===== config.mk =====
export PLATFORM = sky130hd
export DESIGN_NAME = bmp_unit
export DESIGN_NICKNAME = d
export VERILOG_FILES = /design/src/bmp_pkg.sv /design/src/bmp_perm_if.sv /design/src/bmp_scaled_add.sv /design/src/bmp_perm_lanes.sv /design/src/bmp_unit.sv
export SDC_FILE = /design/constraint.sdc
export NUM_CORES = 1
export LEC_CHECK = 0
export BUFFER_PORTS_ARGS = -buffer_cell sky130_fd_sc_hd__buf_4
export CAP_MARGIN = 20
export CORE_MARGIN = 2
export CORE_UTILIZATION = 40
export DETAILED_ROUTE_END_ITERATION = 8
export GPL_TIMING_DRIVEN = 0
export SLEW_MARGIN = 30
export SYNTH_ARGS = -nofsm -noshare
export SYNTH_HDL_FRONTEND = slang
export SYNTH_SLANG_ARGS = --single-unit
export TNS_END_PERCENT = 20

===== constraint.sdc =====
create_clock -name clock_i -period 0.8 [get_ports clock_i]
set_input_delay 0 -clock clock_i [delete_from_list [all_inputs] [get_ports clock_i]]
set_output_delay 0 -clock clock_i [all_outputs]
set_load 0.01 [all_outputs]

===== src/bmp_pkg.sv =====
// package: operation codes and fixed widths for the bit-manipulation datapath unit
package bmp_pkg;

  // ==========================================================================
  // widths
  localparam int unsigned WORD_W = 32;
  localparam int unsigned HALF_W = 16;
  localparam int unsigned BYTE_W = 8;
  localparam int unsigned NIB_W = 4;
  localparam int unsigned BASE32_XLEN = 32;
  localparam int unsigned DEFAULT_XLEN = 32;

  // ==========================================================================
  // scale shifts for the index-plus-base adds
  localparam logic [1:0] SH_SCALE2 = 2'h1;
  localparam logic [1:0] SH_SCALE4 = 2'h2;
  localparam logic [1:0] SH_SCALE8 = 2'h3;

  // ==========================================================================
  // low bits appended to a lookup index to turn it into a bit offset
  localparam logic [2:0] BYTE_IDX_PAD = 3'h0;
  localparam logic [1:0] NIB_IDX_PAD = 2'h0;

  // ==========================================================================
  // decoded operation select
  typedef enum logic [3:0] {
    OP_WORD_SCALE2_ADD,
    OP_SCALE4_ADD,
    OP_WORD_SCALE4_ADD,
    OP_SCALE8_ADD,
    OP_WORD_SCALE8_ADD,
    OP_WORD_IMM_LEFT_SHIFT,
    OP_DEINTERLEAVE,
    OP_XNOR,
    OP_BYTE_LOOKUP,
    OP_NIB_LOOKUP,
    OP_ZEXT_HALF
  } bmp_op_t;

endpackage


===== src/bmp_perm_if.sv =====
// interface: table, index vector and lookup results between the unit and its permute lanes
`timescale 1ns/1ps
interface bmp_perm_if #(
  parameter int unsigned XLEN = 32
);
  logic [XLEN-1:0] table_w;
  logic [XLEN-1:0] index_w;
  logic [XLEN-1:0] byte_res;
  logic [XLEN-1:0] nib_res;

  modport req (output table_w, output index_w, input byte_res, input nib_res);
  modport rsp (input table_w, input index_w, output byte_res, output nib_res);
endinterface


===== src/bmp_scaled_add.sv =====
// scaled index-plus-base adder, full-width or zero-extended low-word index
`timescale 1ns/1ps
module bmp_scaled_add
  import bmp_pkg::*;
#(
  parameter int unsigned XLEN = 32
) (
  input wire logic [XLEN-1:0] base_i,  // addend taken as is
  input wire logic [XLEN-1:0] index_i, // addend that is scaled
  input wire logic word_i,             // use only the low word of the index
  input wire logic [1:0] shift_i,      // scale as a left shift
  output logic [XLEN-1:0] sum_o        // register-width sum
);

  logic [XLEN-1:0] index_ext;

  always_comb begin
    // zero-extension happens before the shift so bits above 31 can appear
    if (word_i) begin
      index_ext = XLEN'(index_i[WORD_W-1:0]);
    end else begin
      index_ext = index_i;
    end
    sum_o = base_i + (index_ext << shift_i); // carry out is dropped, as for any add
  end

endmodule


===== src/bmp_perm_lanes.sv =====
// byte-wise and nibble-wise table lookup lanes
`timescale 1ns/1ps
module bmp_perm_lanes
  import bmp_pkg::*;
#(
  parameter int unsigned XLEN = 32
) (
  bmp_perm_if.rsp lut // table and index in, both lookup results out
);

  // ==========================================================================
  // byte lanes: a shift by the index times eight runs off the table when the
  // index is out of range, so the zero answer needs no separate compare
  for (genvar b = 0; b < XLEN / BYTE_W; b++) begin : g_byte
    logic [XLEN-1:0] shifted;
    assign shifted = lut.table_w >> {lut.index_w[b*BYTE_W +: BYTE_W], BYTE_IDX_PAD};
    assign lut.byte_res[b*BYTE_W +: BYTE_W] = shifted[BYTE_W-1:0];
  end

  // ==========================================================================
  // nibble lanes
  for (genvar n = 0; n < XLEN / NIB_W; n++) begin : g_nib
    logic [XLEN-1:0] shifted;
    assign shifted = lut.table_w >> {lut.index_w[n*NIB_W +: NIB_W], NIB_IDX_PAD};
    assign lut.nib_res[n*NIB_W +: NIB_W] = shifted[NIB_W-1:0];
  end

endmodule


===== src/bmp_unit.sv =====
// top: bit-manipulation datapath unit with one registered result stage
// Notes on behaviour
// - word scale-by-two add: zero-extend low word of first source, shift 1, add second.
// - scale-by-four add: whole first source shifted left 2, plus second source.
// - word scale-by-four add: zero-extended low word shifted left 2, plus second source.
// - scale-by-eight add: whole first source shifted left 3, plus second source.
// - word scale-by-eight add: zero-extended low word shifted left 3, plus second.
// - word immediate shift: zero-extended low word shifted left by the immediate.
// - de-interleave: even source bits to low half, odd bits to high half.
// - de-interleave exists only for the 32-bit base; refused at 64 bits.
// - exclusive-NOR: complement of bitwise XOR of both sources, full width.
// - byte lookup: first source is a byte table, out-of-range index gives zero.
// - byte lookup lane: table shifted right by index times eight, low byte kept.
// - nibble lookup: first source is a nibble table, out-of-range index gives zero.
// - nibble lookup lane: table shifted right by index times four, low nibble kept.
// - halfword zero-extend: low sixteen bits pass, all higher bits zero.
`timescale 1ns/1ps
module bmp_unit
  import bmp_pkg::*;
#(
  parameter int unsigned XLEN = DEFAULT_XLEN,
  parameter int unsigned SHAMT_W = $clog2(XLEN)
) (
  input wire logic clock_i,                     // 20 MHz clock
  input wire logic rst_n_i,                     // asynchronous reset, active low
  input wire logic valid_i,                     // operation presented this cycle
  input wire bmp_op_t op_i,                     // decoded operation select
  input wire logic [XLEN-1:0] first_source_operand_i,  // first source operand
  input wire logic [XLEN-1:0] second_source_operand_i, // second source operand
  input wire logic [SHAMT_W-1:0] shamt_i,       // immediate shift amount
  output logic valid_o,                         // result valid, one cycle after valid_i
  output logic [XLEN-1:0] result_o,             // registered result
  output logic illegal_o                        // operation refused, result is zero
);

  localparam int unsigned HALF_X = XLEN / 2;

  // ==========================================================================
  // state
  typedef struct packed {
    logic valid;
    logic illegal;
    logic [XLEN-1:0] result;
  } bmp_state_t;

  bmp_state_t state_q;
  bmp_state_t state_d;

  // ==========================================================================
  // shared datapath pieces
  logic [XLEN-1:0] add_sum;
  logic add_word;
  logic [1:0] add_shift;
  logic [XLEN-1:0] deint;

  bmp_perm_if #(.XLEN(XLEN)) perm ();

  assign perm.table_w = first_source_operand_i;
  assign perm.index_w = second_source_operand_i;

  bmp_perm_lanes #(.XLEN(XLEN)) u_perm (
    .lut (perm.rsp)
  );

  bmp_scaled_add #(.XLEN(XLEN)) u_add (
    .base_i  (second_source_operand_i),
    .index_i (first_source_operand_i),
    .word_i  (add_word),
    .shift_i (add_shift),
    .sum_o   (add_sum)
  );

  // one adder serves all five scaled adds; only its controls change with the op
  always_comb begin
    add_word = 1'b0;
    add_shift = SH_SCALE2;
    unique case (op_i)
      OP_WORD_SCALE2_ADD: begin
        add_word = 1'b1;
        add_shift = SH_SCALE2;
      end
      OP_SCALE4_ADD: begin
        add_shift = SH_SCALE4;
      end
      OP_WORD_SCALE4_ADD: begin
        add_word = 1'b1;
        add_shift = SH_SCALE4;
      end
      OP_SCALE8_ADD: begin
        add_shift = SH_SCALE8;
      end
      OP_WORD_SCALE8_ADD: begin
        add_word = 1'b1;
        add_shift = SH_SCALE8;
      end
      default: begin
        add_word = 1'b0;
        add_shift = SH_SCALE2;
      end
    endcase
  end

  always_comb begin
    deint = '0;
    for (int i = 0; i < HALF_X; i++) begin
      deint[i] = first_source_operand_i[2*i];
      deint[i+HALF_X] = first_source_operand_i[2*i+1];
    end
  end

  // ==========================================================================
  // next state: the whole result is formed in this cycle, the flop only holds it
  always_comb begin
    state_d = '0;
    state_d.valid = valid_i;
    if (valid_i) begin
      unique case (op_i)
        OP_WORD_SCALE2_ADD, OP_SCALE4_ADD, OP_WORD_SCALE4_ADD,
        OP_SCALE8_ADD, OP_WORD_SCALE8_ADD: begin
          state_d.result = add_sum;
        end
        OP_WORD_IMM_LEFT_SHIFT: begin
          state_d.result = XLEN'(first_source_operand_i[WORD_W-1:0]) << shamt_i;
        end
        OP_DEINTERLEAVE: begin
          // wider cores do not offer it; answer zero and flag the refusal
          if (XLEN == BASE32_XLEN) begin
            state_d.result = deint;
          end else begin
            state_d.illegal = 1'b1;
          end
        end
        OP_XNOR: begin
          state_d.result = ~(first_source_operand_i ^ second_source_operand_i);
        end
        OP_BYTE_LOOKUP: begin
          state_d.result = perm.byte_res;
        end
        OP_NIB_LOOKUP: begin
          state_d.result = perm.nib_res;
        end
        OP_ZEXT_HALF: begin
          state_d.result = XLEN'(first_source_operand_i[HALF_W-1:0]);
        end
        default: begin
          state_d.illegal = 1'b1;
        end
      endcase
    end
  end

  always_ff @(posedge clock_i or negedge rst_n_i) begin
    if (!rst_n_i) begin
      state_q <= '0;
    end else begin
      state_q <= state_d;
    end
  end

  assign valid_o = state_q.valid;
  assign result_o = state_q.result;
  assign illegal_o = state_q.illegal;

  // ==========================================================================
  // checks
  word_scale2_add_a: assert property (@(posedge clock_i) disable iff (!rst_n_i)
    valid_i && op_i == OP_WORD_SCALE2_ADD |=> valid_o && !illegal_o &&
      result_o == $past(second_source_operand_i) +
        (XLEN'($past(first_source_operand_i[WORD_W-1:0])) << 1))
    else $error("word scale-by-two add result wrong");

  scale4_add_a: assert property (@(posedge clock_i) disable iff (!rst_n_i)
    valid_i && op_i == OP_SCALE4_ADD |=>
      result_o == $past(second_source_operand_i) + ($past(first_source_operand_i) << 2))
    else $error("scale-by-four add result wrong");

  word_scale4_add_a: assert property (@(posedge clock_i) disable iff (!rst_n_i)
    valid_i && op_i == OP_WORD_SCALE4_ADD |=>
      result_o == $past(second_source_operand_i) +
        (XLEN'($past(first_source_operand_i[WORD_W-1:0])) << 2))
    else $error("word scale-by-four add result wrong");

  scale8_add_a: assert property (@(posedge clock_i) disable iff (!rst_n_i)
    valid_i && op_i == OP_SCALE8_ADD |=>
      result_o == $past(second_source_operand_i) + ($past(first_source_operand_i) << 3))
    else $error("scale-by-eight add result wrong");

  word_scale8_add_a: assert property (@(posedge clock_i) disable iff (!rst_n_i)
    valid_i && op_i == OP_WORD_SCALE8_ADD |=>
      result_o == $past(second_source_operand_i) +
        (XLEN'($past(first_source_operand_i[WORD_W-1:0])) << 3))
    else $error("word scale-by-eight add result wrong");

  word_imm_shift_a: assert property (@(posedge clock_i) disable iff (!rst_n_i)
    valid_i && op_i == OP_WORD_IMM_LEFT_SHIFT |=>
      result_o == (XLEN'($past(first_source_operand_i[WORD_W-1:0])) << $past(shamt_i)))
    else $error("word immediate shift result wrong");

  deint_bits_a: assert property (@(posedge clock_i) disable iff (!rst_n_i)
    valid_i && op_i == OP_DEINTERLEAVE && XLEN == BASE32_XLEN |=>
      result_o[0] == $past(first_source_operand_i[0]) &&
      result_o[HALF_X] == $past(first_source_operand_i[1]) &&
      result_o[HALF_X-1] == $past(first_source_operand_i[XLEN-2]) &&
      result_o[XLEN-1] == $past(first_source_operand_i[XLEN-1]))
    else $error("de-interleave bit placement wrong");

  deint_refuse_a: assert property (@(posedge clock_i) disable iff (!rst_n_i)
    valid_i && op_i == OP_DEINTERLEAVE |=>
      illegal_o == (XLEN != BASE32_XLEN) && (!illegal_o || result_o == '0))
    else $error("de-interleave width check wrong");

  xnor_result_a: assert property (@(posedge clock_i) disable iff (!rst_n_i)
    valid_i && op_i == OP_XNOR |=>
      (result_o ^ $past(first_source_operand_i) ^ $past(second_source_operand_i)) == '1)
    else $error("exclusive-NOR result wrong");

  byte_lookup_a: assert property (@(posedge clock_i) disable iff (!rst_n_i)
    valid_i && op_i == OP_BYTE_LOOKUP |=>
      result_o[BYTE_W-1:0] == (($past(second_source_operand_i[BYTE_W-1:0]) < XLEN / BYTE_W) ?
        BYTE_W'($past(first_source_operand_i) >>
          ($past(second_source_operand_i[BYTE_W-1:0]) * BYTE_W)) : '0))
    else $error("byte lookup lane zero wrong");

  nib_lookup_a: assert property (@(posedge clock_i) disable iff (!rst_n_i)
    valid_i && op_i == OP_NIB_LOOKUP |=>
      result_o[XLEN-1 -: NIB_W] == (($past(second_source_operand_i[XLEN-1 -: NIB_W]) <
        XLEN / NIB_W) ? NIB_W'($past(first_source_operand_i) >>
          ($past(second_source_operand_i[XLEN-1 -: NIB_W]) * NIB_W)) : '0))
    else $error("nibble lookup top lane wrong");

  zext_half_a: assert property (@(posedge clock_i) disable iff (!rst_n_i)
    valid_i && op_i == OP_ZEXT_HALF |=>
      result_o[HALF_W-1:0] == $past(first_source_operand_i[HALF_W-1:0]) &&
      (result_o >> HALF_W) == '0)
    else $error("halfword zero-extension wrong");

  // an op sampled while reset was low never reaches the stage, which reset holds clear
  result_latency_a: assert property (@(posedge clock_i) disable iff (!rst_n_i)
    valid_o == ($past(valid_i) && $past(rst_n_i)))
    else $error("result stage timing wrong");

  idle_zero_a: assert property (@(posedge clock_i) disable iff (!rst_n_i)
    !valid_o |-> result_o == '0 && !illegal_o)
    else $error("idle result not cleared");

  // ==========================================================================
  // refusals, adder controls, lane-by-lane lookups and de-interleave
  bad_code_a: assert property (@(posedge clock_i) disable iff (!rst_n_i)
    valid_i && 4'(op_i) > 4'(OP_ZEXT_HALF) |=> valid_o && illegal_o && result_o == '0)
    else $error("unknown operation not refused");

  legal_op_a: assert property (@(posedge clock_i) disable iff (!rst_n_i)
    valid_i && 4'(op_i) <= 4'(OP_ZEXT_HALF) && op_i != OP_DEINTERLEAVE |=>
      valid_o && !illegal_o)
    else $error("legal operation refused");

  word_add_ctrl_a: assert property (@(posedge clock_i) disable iff (!rst_n_i)
    valid_i && op_i inside {OP_WORD_SCALE2_ADD, OP_WORD_SCALE4_ADD, OP_WORD_SCALE8_ADD} |->
      add_word)
    else $error("word add does not zero-extend its index");

  full_add_ctrl_a: assert property (@(posedge clock_i) disable iff (!rst_n_i)
    valid_i && op_i inside {OP_SCALE4_ADD, OP_SCALE8_ADD} |-> !add_word)
    else $error("full-width add cuts its index");

  byte_range_a: assert property (@(posedge clock_i) disable iff (!rst_n_i)
    valid_i && op_i == OP_BYTE_LOOKUP &&
      second_source_operand_i[XLEN-1 -: BYTE_W] >= XLEN / BYTE_W |=>
      result_o[XLEN-1 -: BYTE_W] == '0)
    else $error("byte index out of range not zero");

  nib_range_a: assert property (@(posedge clock_i) disable iff (!rst_n_i)
    valid_i && op_i == OP_NIB_LOOKUP &&
      second_source_operand_i[XLEN-1 -: NIB_W] >= XLEN / NIB_W |=>
      result_o[XLEN-1 -: NIB_W] == '0)
    else $error("nibble index out of range not zero");

  // every lane, not just the ends: a wrong lane slice would pass the single-lane checks
  for (genvar b = 0; b < XLEN / BYTE_W; b++) begin : g_byte_chk
    byte_lane_a: assert property (@(posedge clock_i) disable iff (!rst_n_i)
      valid_i && op_i == OP_BYTE_LOOKUP |=>
        result_o[b*BYTE_W +: BYTE_W] ==
          (($past(second_source_operand_i[b*BYTE_W +: BYTE_W]) < XLEN / BYTE_W) ?
            BYTE_W'($past(first_source_operand_i) >>
              ($past(second_source_operand_i[b*BYTE_W +: BYTE_W]) * BYTE_W)) : '0))
      else $error("byte lookup lane wrong");
  end

  for (genvar n = 0; n < XLEN / NIB_W; n++) begin : g_nib_chk
    nib_lane_a: assert property (@(posedge clock_i) disable iff (!rst_n_i)
      valid_i && op_i == OP_NIB_LOOKUP |=>
        result_o[n*NIB_W +: NIB_W] ==
          (($past(second_source_operand_i[n*NIB_W +: NIB_W]) < XLEN / NIB_W) ?
            NIB_W'($past(first_source_operand_i) >>
              ($past(second_source_operand_i[n*NIB_W +: NIB_W]) * NIB_W)) : '0))
      else $error("nibble lookup lane wrong");
  end

  for (genvar d = 0; d < HALF_X; d++) begin : g_deint_chk
    deint_lane_a: assert property (@(posedge clock_i) disable iff (!rst_n_i)
      valid_i && op_i == OP_DEINTERLEAVE && XLEN == BASE32_XLEN |=>
        result_o[d] == $past(first_source_operand_i[2*d]) &&
        result_o[d+HALF_X] == $past(first_source_operand_i[2*d+1]))
      else $error("de-interleave bit wrong");
  end

endmodule


==> results.py <==
metrics = {
    "synthesis": {
        "synth_cell_types": 66,
        "yosysSeqAreaShare": 0.0889,
        "async_flop_share": 1.00,
        "yosys-top-cells-count": "mux2i_1, clkbuf_1, mux4_2, nand2_1, nor2_1",
        "synthCells": 1075,
        "dominantRegCellSynth": "dfrtp_1",
        "ys_ff_latch": 34,
        "postSynthAreaPerCell_um2": 8.90,
        "synth_top_area_frac": 0.264,
        "ys_warn_count": 0,
        "synthesis.area_um2": 9570,
        "yosysMostFrequentCell": "mux2i_1",
        "synth_top_area_cell": "mux4_2",
        "synth_edf_count": 0,
        "synthTopCellsByArea": "mux4_2, mux2i_1, dfrtp_1, ha_1, clkbuf_1",
        "synth_nets": 1190,
    },
    "grt": {
        "grt_max_degree": 35,
        "grt_use_total": 0.359,
        "grt_pass1_vias": 10100,
        "antenna_found_initial": 2,
        "grt_pass1_wl_um": 66000,
        "grt_overflow": 0,
    },
    "setup_path": {
        "arrival_ns": 3.38,
        "end_kind": "register",
        "criticalPathCategory": "in -> reg",
        "critPathLaunchType": "input port",
        "critical_path_required_ns": 0.99,
        "critPathMaxFanout": 6,
    },
    "timing": {
        "hold_violations": 0,
        "worst_slew_pin_slew_ns": 0.970,
        "max_freq_mhz": 314,
        "rsz0062_at_grt": "true",
        "setup_viol": 33,
        "fin_tns_setup_ns": -64.09,
        "layout_min_cycle_time_ns": 3.19,
        "drv_slew": 0,
        "slew_headroom": 0.348,
        "finalWorstSetupSlack_ns": -2.39,
        "finalCritPeriodShare": 3.99,
    },
    "clocking": {
        "clock_sinks": 34,
        "clkTransAtPathRegs_ns": 0.06,
        "cts_tree": "done",
        "htree_levels": 2,
        "cts-buffers-inserted": 5,
        "cts_max_path_buffers": 2,
        "root_buffer": "clkbuf_16",
    },
    "placed_design": {
        "pre_cts_slack_ns": -3.29,
        "io_buffers": 104,
        "dpl.hpwl_um": 34200,
        "place_congestion": 1.02,
        "place_area_um2": 10800,
    },
    "layout": {
        "antenna_cells": 0,
        "fin_util": 0.503,
        "fillCellCount": 2235,
        "fin_area_um2": 11800,
        "fin_nets": 1332,
        "drive_above_1_share": 0.352,
        "syn2layout_area_growth_pct": 23.5,
    },
    "drt": {
        "vias": 10600,
        "wl_met1_um": 17500,
        "route.detailed.drc": 0,
        "top_layer": "met4",
        "met3_length_um": 5760,
        "wl_met2_um": 19400,
        "drtIter0Drc": 1576,
        "ant_nets": 0,
        "drt-total-wl_um": 45000,
        "vias_per_cell": 6.88,
        "avgRoutedWirePerCell_um": 29.3,
        "drt-pass1-iter-count": 7,
    },
    "floorplanning": {
        "die_h_um": 159,
        "io_pins": 110,
        "initial_core_util": 0.408,
        "fp.dieW_um": 159,
        "row_count": 56,
        "core_um2": 23500,
        "dieArea_um2": 25200,
    },
    "worst_hold_path": {
        "hp-start": "op_i[3]",
        "min_path_cells": 2,
        "holdPathEnd": "illegal_o$_DFF_PN0_",
        "hold_class": "in -> reg",
    },
    "status": {
        "status": "finished, violations left",
        "violations": "setup timing",
    },
    "pwr": {
        "power_leakage_nw": 4.91,
        "ir_drop_v": 0.000770,
        "power_density_nw_per_um2": 1090,
        "finalPower_mw": 12.9,
    },
    "flow_run": {
        "maxCapViolCount": 0,
    },
}
==> sequential cells by signal (all words and copies together), names as in the netlist <==
signal and count:
result_o 32, valid_o 1, illegal_o 1
==> power by group <==
group | leakage [nW] | internal (mW) | switching (mW) | total, mW
combinational | 4.38 | 3.88 | 5.13 | 9.01
sequential | 0.460 | 1.85 | 0.0444 | 1.90
clock | 0.0739 | 1.23 | 0.778 | 2.01
total | 4.91 | 6.97 | 5.95 | 12.9
==> kinds of logic after synthesis <==
logic type	Yosys count	synth area share
fa+ha+maj	39	0.0518
simple gates	253	0.122
flops	34	0.0889
other cells	1	0.000392
xor+xnor	42	0.0385
buf+inv	159	0.0653
compound gates	268	0.191
mux	279	0.443
==> critical path, cell delays in order <==
cell and delay, ns:
buf_6 0.10, buf_12 0.12, xnor2_4 0.12, or3_4 0.40, buf_12 0.17, mux2i_2 0.15
or2_4 0.31, fa_2 0.36, nor2b_2 0.15, o211ai_1 0.17, a21oi_2 0.23, o21ai_2 0.11
a211oi_4 0.35, a21oi_2 0.10, or4_1 0.40, o211ai_1 0.12
==> cell type report <==
cell class                      instances  area (um^2)  area share
Clock buffer                            7          143      0.0121
Sequential cell                        34          851      0.0720
Tap cell                              319          399      0.0338
Clock inverter                          1         5.00    0.000424
Timing Repair Buffer                  138         1150      0.0976
Buffer                                142          682      0.0577
Multi-Input combinational cell        882         8530       0.722
Inverter                               14         52.6     0.00445
==> placed cells by master, fill, tap and decap left out, types with 13 or more instances in the layout <==
| master | synthesis | routed |
|---|---|---|
| clkbuf_2 | 0 | 32 |
| a21oi_1 | 55 | 40 |
| o221ai_1 | 13 | 13 |
| dfrtp_1 | 34 | 34 |
| buf_6 | 0 | 23 |
| clkbuf_1 | 114 | 77 |
| a222oi_1 | 13 | 13 |
| mux4_2 | 112 | 112 |
| buf_2 | 19 | 18 |
| o21ai_0 | 54 | 42 |
| a21o_1 | 26 | 26 |
| nor3_1 | 15 | 15 |
| a21oi_2 | 0 | 13 |
| mux2_2 | 34 | 34 |
| nor2_1 | 73 | 71 |
| buf_4 | 1 | 115 |
| xnor2_1 | 33 | 32 |
| ha_1 | 38 | 35 |
| mux2i_1 | 133 | 120 |
| nand2_1 | 103 | 101 |
==> how the worst max path moves through the flow <==
stage	start	endpoint	slack (ns)	cells after the start
6_report	op_i[1]	result_o[22]$_DFF_PN0_	-2.39	16
5_1_grt	op_i[1]	result_o[22]$_DFF_PN0_	-2.50	16
4_1_cts	op_i[1]	result_o[22]$_DFF_PN0_	-2.27	16
3_5_place_dp	op_i[1]	result_o[18]$_DFF_PN0_	-3.29	17
3_3_place_gp	op_i[1]	result_o[22]$_DFF_PN0_	-3.22	16
2_1_floorplan	op_i[1]	result_o[22]$_DFF_PN0_	-2.30	16
==> per-layer routing <==
layer,up-vias,global-route usage
met3,162,0.0931
met4,0,0.147
met1,5121,0.478
met2,838,0.555
met5,-,0
li1,4457,-
==> metrics by stage <==
step | hold WS (ns) | std cells
floorplan | -0.296 | 1075
global placement | -0.0228 | 1498
detailed placement | -0.0179 | 1498
CTS | 0.00457 | 1531
global route | 0.0466 | 1537
finish | 0.00789 | 1537
==> timing repair <==
| action | in CTS | in global routing |
|---|---|---|
| endpoints found under the setup margin | 42 | 50 |
| resized for setup | 124 | 34 |
| hold buffers | 2 | 0 |
| pin swaps | 43 | 14 |
| setup buffers | 24 | 7 |
| endpoints found under the hold margin | 36 | 0 |
| gates cloned | 1 | 0 |
No activity file was read; power rests on OpenSTA's default activity.
